===== config.mk =====
export PLATFORM = sky130hd
export DESIGN_NAME = rtc_window
export DESIGN_NICKNAME = d
export VERILOG_FILES = /design/src/core/rtc_win_pkg.sv /design/src/core/rtc_window.sv
export SDC_FILE = /design/constraint.sdc
export NUM_CORES = 1
export LEC_CHECK = 0
export BUFFER_PORTS_ARGS = -buffer_cell sky130_fd_sc_hd__buf_2
export CAP_MARGIN = 20
export CORE_ASPECT_RATIO = 1.2
export CORE_MARGIN = 1
export CORE_UTILIZATION = 49
export DETAILED_ROUTE_END_ITERATION = 8
export MAX_ROUTING_LAYER = met4
export PLACE_DENSITY = 0.75
export RECOVER_POWER = 100
export SYNTH_ARGS = -nofsm -noshare
export SYNTH_HDL_FRONTEND = slang
export SYNTH_SLANG_ARGS = --single-unit

===== constraint.sdc =====
create_clock -name clk -period 1.8 [get_ports clk]
set_input_delay 0.18 -clock clk [delete_from_list [all_inputs] [get_ports clk]]
set_output_delay 0.18 -clock clk [all_outputs]
set_load 0.02 [all_outputs]

===== src/core/rtc_win_pkg.sv =====
// Constants and types for the calendar clock register window front end.
// Assumes an Avalon-MM master on the same clock and byte addresses.
//
// What this block does
// - Time pointer picks time window byte pair
// - Time high-byte write decrements pointer, saturating
// - Alarm pointer picks alarm window byte pair
// - Alarm high-byte write decrements pointer, saturating
// - Any alarm window read decrements alarm pointer
// - Any time window read decrements time pointer
// - Time writes ignored unless write enable set
// - Write enable settable only right after 55h/AAh
// - Two-bit field selects one of four references
package rtc_win_pkg;

  // ==========================================
  // Register offsets (byte addresses)
  localparam logic [4:0] CFG_OFS  = 5'h00;
  localparam logic [4:0] TWIN_OFS = 5'h04;
  localparam logic [4:0] ACFG_OFS = 5'h08;
  localparam logic [4:0] AWIN_OFS = 5'h0C;
  localparam logic [4:0] KEY_OFS  = 5'h10;
  localparam logic [4:0] PWC_OFS  = 5'h14;

  // ==========================================
  // Field positions
  localparam int PTR_LSB  = 8;
  localparam int WREN_BIT = 13;
  localparam int CSEL_LSB = 8;

  // ==========================================
  // Key values and reset values
  localparam logic [7:0] KEY_FIRST  = 8'h55;
  localparam logic [7:0] KEY_SECOND = 8'hAA;
  localparam logic [1:0] PTR_RST    = 2'h0;
  localparam logic [1:0] CSEL_RST   = 2'h0;
  localparam logic [7:0] BYTE_RST   = 8'h00;

  // ==========================================
  // Clock source codes
  localparam logic [1:0] CSEL_SEC_OSC  = 2'h0;
  localparam logic [1:0] CSEL_LOW_PWR  = 2'h1;
  localparam logic [1:0] CSEL_EXT50 = 2'h2;
  localparam logic [1:0] CSEL_EXT60 = 2'h3;

  // ==========================================
  // Unlock sequencer
  typedef enum logic [2:0] {
    KEY_IDLE  = 3'h1,
    KEY_GOT55 = 3'h2,
    KEY_OPEN  = 3'h4
  } key_type;

  typedef struct packed {
    logic            ack;
    logic [31:0]     rdata;
    logic [7:0]      cal;
    logic [7:0]      arpt;
    logic [1:0]      tptr;
    logic [1:0]      aptr;
    logic            wren;
    logic [1:0]      csel;
    key_type         key;
    logic [7:0][7:0] tval;
    logic [7:0][7:0] aval;
    logic [3:0]      sync1;
    logic [3:0]      sync2;
    logic            ref_tick;
  } state_type;

endpackage


===== src/core/rtc_window.sv =====
// Register window front end of the calendar clock unit.
// Assumes one clock, Avalon-MM master, reference inputs from pins.
module rtc_window
  import rtc_win_pkg::*;
(
  // Clock and reset
  input  wire logic        clk,
  input  wire logic        rstn,
  // Avalon-MM slave
  input  wire logic [4:0]  address,
  input  wire logic        read,
  input  wire logic        write,
  input  wire logic [3:0]  byteenable,
  input  wire logic [31:0] writedata,
  output logic [31:0]      readdata,
  output logic             waitrequest,
  // Reference clock pins, asynchronous
  input  wire logic        sosc_in,
  input  wire logic        low_power_rc_in,
  input  wire logic        ext50_in,
  input  wire logic        ext60_in,
  // Selected reference and stored values
  output logic             ref_clk_sel,
  output logic [1:0]       clock_source_select,
  output logic             timer_write_enable,
  output logic [63:0]      time_value,
  output logic [63:0]      alarm_value
);

  state_type s_r;
  state_type s_nxt;

  // ==========================================
  // Helpers
  function automatic logic [1:0] ptr_dec(input logic [1:0] p);
    ptr_dec = (p == PTR_RST) ? PTR_RST : p - 2'h1;
  endfunction

  function automatic logic [2:0] byte_idx(input logic [1:0] p, input logic hi);
    byte_idx = {p, hi};
  endfunction

  logic       acc;
  logic       wr;
  logic       rd;
  logic [2:0] tlo;
  logic [2:0] thi;
  logic [2:0] alo;
  logic [2:0] ahi;

  // ==========================================
  // Combinational next state
  always_comb begin
    s_nxt = s_r;
    // One wait cycle: effects happen once, on the first cycle
    acc = (read | write) & ~s_r.ack;
    wr  = acc & write;
    rd  = acc & read & ~write;
    s_nxt.ack = acc;
    tlo = byte_idx(s_r.tptr, 1'b0);
    thi = byte_idx(s_r.tptr, 1'b1);
    alo = byte_idx(s_r.aptr, 1'b0);
    ahi = byte_idx(s_r.aptr, 1'b1);

    // Pins pass two flops before use
    s_nxt.sync1 = {ext60_in, ext50_in, low_power_rc_in, sosc_in};
    s_nxt.sync2 = s_r.sync1;
    s_nxt.ref_tick = s_r.sync2[s_r.csel];

    if (rd) begin
      s_nxt.rdata = 32'h0000_0000;
      case (address)
        CFG_OFS: begin
          s_nxt.rdata[7:0] = s_r.cal;
          s_nxt.rdata[PTR_LSB +: 2] = s_r.tptr;
          s_nxt.rdata[WREN_BIT] = s_r.wren;
        end
        TWIN_OFS: begin
          // Pair 11 high byte is unused and reads zero
          s_nxt.rdata[7:0] = s_r.tval[tlo];
          s_nxt.rdata[15:8] = (thi == 3'h7) ? BYTE_RST : s_r.tval[thi];
          // Any read width steps the pointer
          s_nxt.tptr = ptr_dec(s_r.tptr);
        end
        ACFG_OFS: begin
          s_nxt.rdata[7:0] = s_r.arpt;
          s_nxt.rdata[PTR_LSB +: 2] = s_r.aptr;
        end
        AWIN_OFS: begin
          s_nxt.rdata[7:0]  = s_r.aval[alo];
          s_nxt.rdata[15:8] = s_r.aval[ahi];
          s_nxt.aptr = ptr_dec(s_r.aptr);
        end
        PWC_OFS: begin
          s_nxt.rdata[CSEL_LSB +: 2] = s_r.csel;
        end
        default: begin
          s_nxt.rdata = 32'h0000_0000;
        end
      endcase
    end

    if (wr) begin
      case (address)
        CFG_OFS: begin
          if (byteenable[0]) begin
            s_nxt.cal = writedata[7:0];
          end
          if (byteenable[1]) begin
            s_nxt.tptr = writedata[PTR_LSB +: 2];
            // Clearing is always allowed, setting only when unlocked
            if (!writedata[WREN_BIT] || s_r.key == KEY_OPEN) begin
              s_nxt.wren = writedata[WREN_BIT];
            end
          end
        end
        TWIN_OFS: begin
          if (s_r.wren) begin
            if (byteenable[0]) begin
              s_nxt.tval[tlo] = writedata[7:0];
            end
            if (byteenable[1]) begin
              if (thi != 3'h7) begin
                s_nxt.tval[thi] = writedata[15:8];
              end
              s_nxt.tptr = ptr_dec(s_r.tptr);
            end
          end
        end
        ACFG_OFS: begin
          if (byteenable[0]) begin
            s_nxt.arpt = writedata[7:0];
          end
          if (byteenable[1]) begin
            s_nxt.aptr = writedata[PTR_LSB +: 2];
          end
        end
        AWIN_OFS: begin
          if (byteenable[0]) begin
            s_nxt.aval[alo] = writedata[7:0];
          end
          if (byteenable[1]) begin
            s_nxt.aval[ahi] = writedata[15:8];
            s_nxt.aptr = ptr_dec(s_r.aptr);
          end
        end
        PWC_OFS: begin
          if (byteenable[1]) begin
            s_nxt.csel = writedata[CSEL_LSB +: 2];
          end
        end
        default: begin
          s_nxt.csel = s_r.csel;
        end
      endcase
    end

    // ==========================================
    // Unlock sequencer: window lasts exactly one access
    if (acc) begin
      case (s_r.key)
        KEY_IDLE: begin
          if (wr && address == KEY_OFS && byteenable[0] && writedata[7:0] == KEY_FIRST) begin
            s_nxt.key = KEY_GOT55;
          end
        end
        KEY_GOT55: begin
          if (wr && address == KEY_OFS && byteenable[0] && writedata[7:0] == KEY_SECOND) begin
            s_nxt.key = KEY_OPEN;
          end else if (wr && address == KEY_OFS && byteenable[0] && writedata[7:0] == KEY_FIRST) begin
            s_nxt.key = KEY_GOT55;
          end else begin
            s_nxt.key = KEY_IDLE;
          end
        end
        KEY_OPEN: begin
          s_nxt.key = KEY_IDLE;
        end
        default: begin
          s_nxt.key = KEY_IDLE;
        end
      endcase
    end
  end

  // ==========================================
  // State register
  always_ff @(posedge clk) begin
    if (!rstn) begin
      s_r.ack      <= 1'b0;
      s_r.rdata    <= 32'h0000_0000;
      s_r.cal      <= BYTE_RST;
      s_r.arpt     <= BYTE_RST;
      s_r.tptr     <= PTR_RST;
      s_r.aptr     <= PTR_RST;
      s_r.wren     <= 1'b0;
      s_r.csel     <= CSEL_RST;
      s_r.key      <= KEY_IDLE;
      s_r.tval     <= 64'h0000_0000_0000_0000;
      s_r.aval     <= 64'h0000_0000_0000_0000;
      s_r.sync1    <= 4'h0;
      s_r.sync2    <= 4'h0;
      s_r.ref_tick <= 1'b0;
    end else begin
      s_r <= s_nxt;
    end
  end

  // ==========================================
  // Outputs
  assign waitrequest         = (read | write) & ~s_r.ack;
  assign readdata            = s_r.rdata;
  assign ref_clk_sel         = s_r.ref_tick;
  assign clock_source_select = s_r.csel;
  assign timer_write_enable  = s_r.wren;
  assign time_value          = s_r.tval;
  assign alarm_value         = s_r.aval;

endmodule // rtc_window


Word-level counts from Yosys, hierarchy flattened
Index checks and enable logic that the tools add are counted.

Register bits: 180. Bits in latches: 0. Bits in writable memories: 0. Bits in read-only memories: 0. Logic and storage cells: 139. Memories: 0.

Add/subtract/negate cells: 2. $mul: 0. Div/mod/pow operators: 0. Order comparisons: 9. Equality and inequality tests: 13. Shift operators: 0. Muxes and demuxes: 60. Bitwise logic cells: 7. Reductions and logical operators: 20.

Operators by type and width (count): 2-to-1 mux 64 bit (10); bitwise mux 64 bit (4); 2-to-1 mux 8 bit (9); binary-select mux 8 bit (select 2 bit) (4); demux 8 bit (select 2 bit) (4); case mux 8 bit (4 select lines) (1); 2-to-1 mux 2 bit (12); less-than comparator 3 x 4 -> 1 bit, second input constant (4); greater-or-equal comparator 3 x 1 -> 1 bit, second input constant (4); case mux 2 bit (2 select lines) (3); case mux 3 bit (2 select lines) (2); AND reduction 3 bit (4); == test 5 x 4 -> 1 bit, second input constant (2); == test 5 bit, second input constant (2); case mux 2 bit (5 select lines) (1); == test 8 x 7 -> 1 bit, second input constant (1); == test 8 bit, second input constant (1); logical AND 1 bit (8); 2-to-1 mux 7 bit (1); 2-to-1 mux 3 bit (2); == test 5 x 3 -> 1 bit, second input constant (1); zero test 5 bit (1); bitwise AND 1 bit (4); zero test 2 bit (2); 17 further kinds (24).

Longest topological paths before layout
Word-level depth: 12. Mapped depth: 8. Mapped depth without buffers: 5.

Worst setup path after synthesis
Ideal clock, no wire load.

Kind: input-to-reg. Start point: input address[4]. End point: register s_r (netlist bit time_value[48]). Setup time: 0.116 ns. Data arrival time: 1.900 ns. Setup slack: -0.216 ns. Cell stages on the path: 7. Cell sequence: buf_6 -> or4_4 -> or2_4 -> or4_4 -> buf_6 -> mux2i_1 -> nor2b_1.

Word-level cells in the longest chain between the ends: 2.

RTL lines: from (decl) (line rtc_window.sv:10) `input wire logic [4:0] address,`; == test 5 x 3 -> 1 bit (line rtc_window.sv:104) `case (address)`; AND reduction 3 bit (no line); to (signal assigned) (line rtc_window.sv:205) `s_r <= s_nxt;`; to (decl) (line rtc_window.sv:30) `state_type s_r;`.

No other way between the ends. A chain may end at the register's enable or synchronous reset.

Worst setup path after layout
Start point: register s_r[195] (netlist bit). End point: register s_r (netlist bit time_value[50]).

Word-level cells in the longest chain between the ends: 4.

RTL lines: NOT 1 bit (line rtc_window.sv:56) `acc = (read | write) & ~s_r.ack;`; bitwise AND 1 bit (line rtc_window.sv:56); bitwise AND 1 bit (line rtc_window.sv:57) `wr = acc & write;`; AND reduction 3 bit (no line).

No other way between the ends.

==> results_dict.tcl <==
set metrics [dict create \
    port_buffers 179 \
    cts_setup_buffers 0 \
    utilization_pct 54.8 \
    grt_usage_pct 24.3 \
    synth_flop_cell "dfxtp_1" \
    rr_worst_depth 5 \
    core_area_um2 18900 \
    skew_ns 0.00999 \
    dr.first_iter.drc_count 385 \
    most-common-layout-cells "dfxtp_1 (177), clkbuf_1 (146), nand2_1 (124), mux2i_1 (113), nor2b_1 (98)" \
    synth_cell_types 51 \
    ys_warn_count 0 \
    path_class "register to register" \
    slew_violations 37 \
    h-tree-depth 4 \
    worstSetupEndpointType "register" \
    arrival_ns 2.10 \
    ant_nets 0 \
    status "finished, violations left" \
    tightest_slew_ns 1.66 \
    dp_hpwl_mm 16.6 \
    remaining_drc_errors 0 \
    via_per_inst 5.15 \
    num_rows 55 \
    synth-edff-count 0 \
    layout.filler_cells 1788 \
    clkPwrFrac_pct 45.2 \
    via_count 6863 \
    p_comb_share_pct 5.9 \
    start_util_pct 49.8 \
    clkTransAtPathRegs_ns 0.07 \
    clkLatencyLatePin_ns 0.45 \
    ir_drop_uv 646 \
    finalHoldViolations 0 \
    num_io_pins 214 \
    grt-ovfl-total 0 \
    fmax_mhz 565 \
    critical_path.startpoint "s_r[195]" \
    power_density_nw_per_um2 794 \
    crit_end "time_value[50]" \
    nets 1112 \
    drt_wl_total_mm 22.9 \
    slew_headroom_pct -10.9 \
    synth_area_um2 9400 \
    timing.rr.start "s_r[195]" \
    final_common_cell "dfxtp_1" \
    timing.rr.end "time_value[50]" \
    grt_pass1_wl_mm 35.8 \
    clockBufferDepth 2 \
    start_kind "register" \
    async_flop_share_pct 0 \
    die_h_um 154 \
    power.leakage_nw 3.87 \
    drv_cap 1 \
    cts-root-buf "clkbuf_16" \
    grt_max_degree 71 \
    p_int_w 0.00615 \
    failed_checks "capacitance limit, slew limit" \
    yosysSeqAreaShare_pct 38.3 \
    drive_gt1_share_pct 15.7 \
    setup_viol 0 \
    place_congestion 0.877 \
    area_growth_pct 9.99 \
    numCtsBuffers 17 \
    power.share.sequential_pct 49.0 \
    clock-sinks 180 \
    fin_crit_ns 1.77 \
    dr.pass1.iters 7 \
    die_x_um 128 \
    p_sw_w 0.00206 \
    netlist_instances 1010 \
    avgSynthCellArea_um2 9.30 \
    hold_path_depth 3 \
    synth-seq-cells 180 \
    finalSetupTns_ns 0 \
    cts_tree "built" \
    path_max_fanout 8 \
    hp-class "primary input to register" \
    antenna_found_initial 1 \
    fp.dieArea_um2 19700 \
    ff2ff_setup_slack_ns 0.03 \
    sw_frac_of_total_pct 25.1 \
    required_ns 2.13 \
    grt_pass1_vias 6562 \
    timing.final.crit_share_pct 98.3 \
    wl_per_cell_um 17.2 \
    rsz0062_at_grt "yes" \
]
-- worst min path at each step --
stage	startpoint	end	slack [ns]
2_1_floorplan	sosc_in	s_nxt[1]	0.31
3_3_place_gp	low_power_rc_in	s_nxt[2]	0.39
3_5_place_dp	low_power_rc_in	s_nxt[2]	0.39
5_1_grt	writedata[15]	time_value[47]	0.06
6_report	writedata[11]	time_value[43]	0.07
4_1_cts	writedata[15]	time_value[47]	0.05
-- through the flow --
stage	setup slack, ns	hold WS, ns	instance area [µm²]	cells	power, W
floorplan	-0.119	0.307	9460	1025	0.00443
global placement	-0.266	0.387	9830	1296	0.00457
detailed placement	-0.299	0.391	9830	1296	0.00458
CTS	0.0273	0.0464	10500	1332	0.00827
global route	-0.0144	0.0601	10300	1333	0.00847
finish	0.0302	0.0653	10300	1333	0.00821
-- metal layers --
| metal | global-route usage [%] | wire [µm] |
|---|---|---|
| met5 | - | 0 |
| met4 | 10.2 | 658 |
| met1 | 31.1 | 10300 |
| met3 | 5.15 | 1240 |
| met2 | 37.2 | 10700 |
-- cell families (layout without fill, tap and decap cells) --
family / count (synthesis) / count (layout) / share of synthesized area [%]
and+or+nand+nor: 338 / 338 / 19.0
muxes: 138 / 138 / 17.8
DFF: 180 / 180 / 38.3
AOI/OAI and AO/OA: 124 / 124 / 9.00
buffers and inverters: 229 / 280 / 15.8
other: 1 / 17 / 0.0399
-- synth_stat cells (4+ instances only) --
cell | instances | share of area [%]
a21boi_0 | 48 | 3.8
a21oi_1 | 17 | 0.91
and2_1 | 23 | 1.5
and3_1 | 9 | 0.60
buf_1 | 5 | 0.20
buf_2 | 5 | 0.27
buf_4 | 162 | 13
clkbuf_1 | 50 | 2.0
dfxtp_1 | 180 | 38
inv_1 | 4 | 0.16
mux2i_1 | 113 | 12
mux4_2 | 23 | 5.5
nand2_1 | 124 | 5.0
nand2b_1 | 10 | 0.67
nand3_1 | 18 | 0.96
nor2_1 | 20 | 0.80
nor2b_1 | 101 | 6.7
nor3_1 | 8 | 0.43
nor4bb_1 | 4 | 0.43
o211ai_1 | 13 | 1.0
o21a_1 | 4 | 0.32
o21ai_0 | 21 | 1.1
-- cell type report --
class,instances,area (µm²),area share (%)
multi-input combinational,616,4420,42.7
antenna,1,2.50,0.0242
inverter,5,18.8,0.182
tap,256,320,3.10
clock buffer,17,425,4.12
clock inverter,15,166,1.61
timing repair buffer,243,1380,13.3
sequential,180,3610,34.9
-- power groups by stage --
| stage | Sequential [W] | Clock (W) | Combinational (W) |
|---|---|---|---|
| 4_1_cts | 0.00402 | 0.00378 | 0.000474 |
| 5_1_grt | 0.00402 | 0.00394 | 0.000512 |
| 3_5_place_dp | 0.00411 | 0 | 0.000466 |
| 6_report | 0.00402 | 0.00371 | 0.000481 |
| 2_1_floorplan | 0.00411 | 0 | 0.000325 |
| 3_3_place_gp | 0.00411 | 0 | 0.000463 |
-- flip-flops by register name, summed over array words and instances (netlist names) --
register,flops
s_nxt,4
alarm_value,64
clock_source_select,2
readdata,16
s_r,26
time_value,64
timer_write_enable,1
ahi,2
ref_clk_sel,1
-- worst max-delay path, stage by stage, from the launching register on --
cell and delay (ns):
dfxtp_2 0.36, nand2b_4 0.15, or2_4 0.23, or4_4 0.65, mux2i_1 0.19, nor2b_1 0.06
-- what timing repair did --
item / in CTS / in global routing
endpoints found under the setup margin: 0 / 38
hold endpoints to repair: 4 / 0
gates resized for setup: 0 / 11
hold buffers: 4 / 0
No activity file was read; power rests on OpenSTA's default activity.
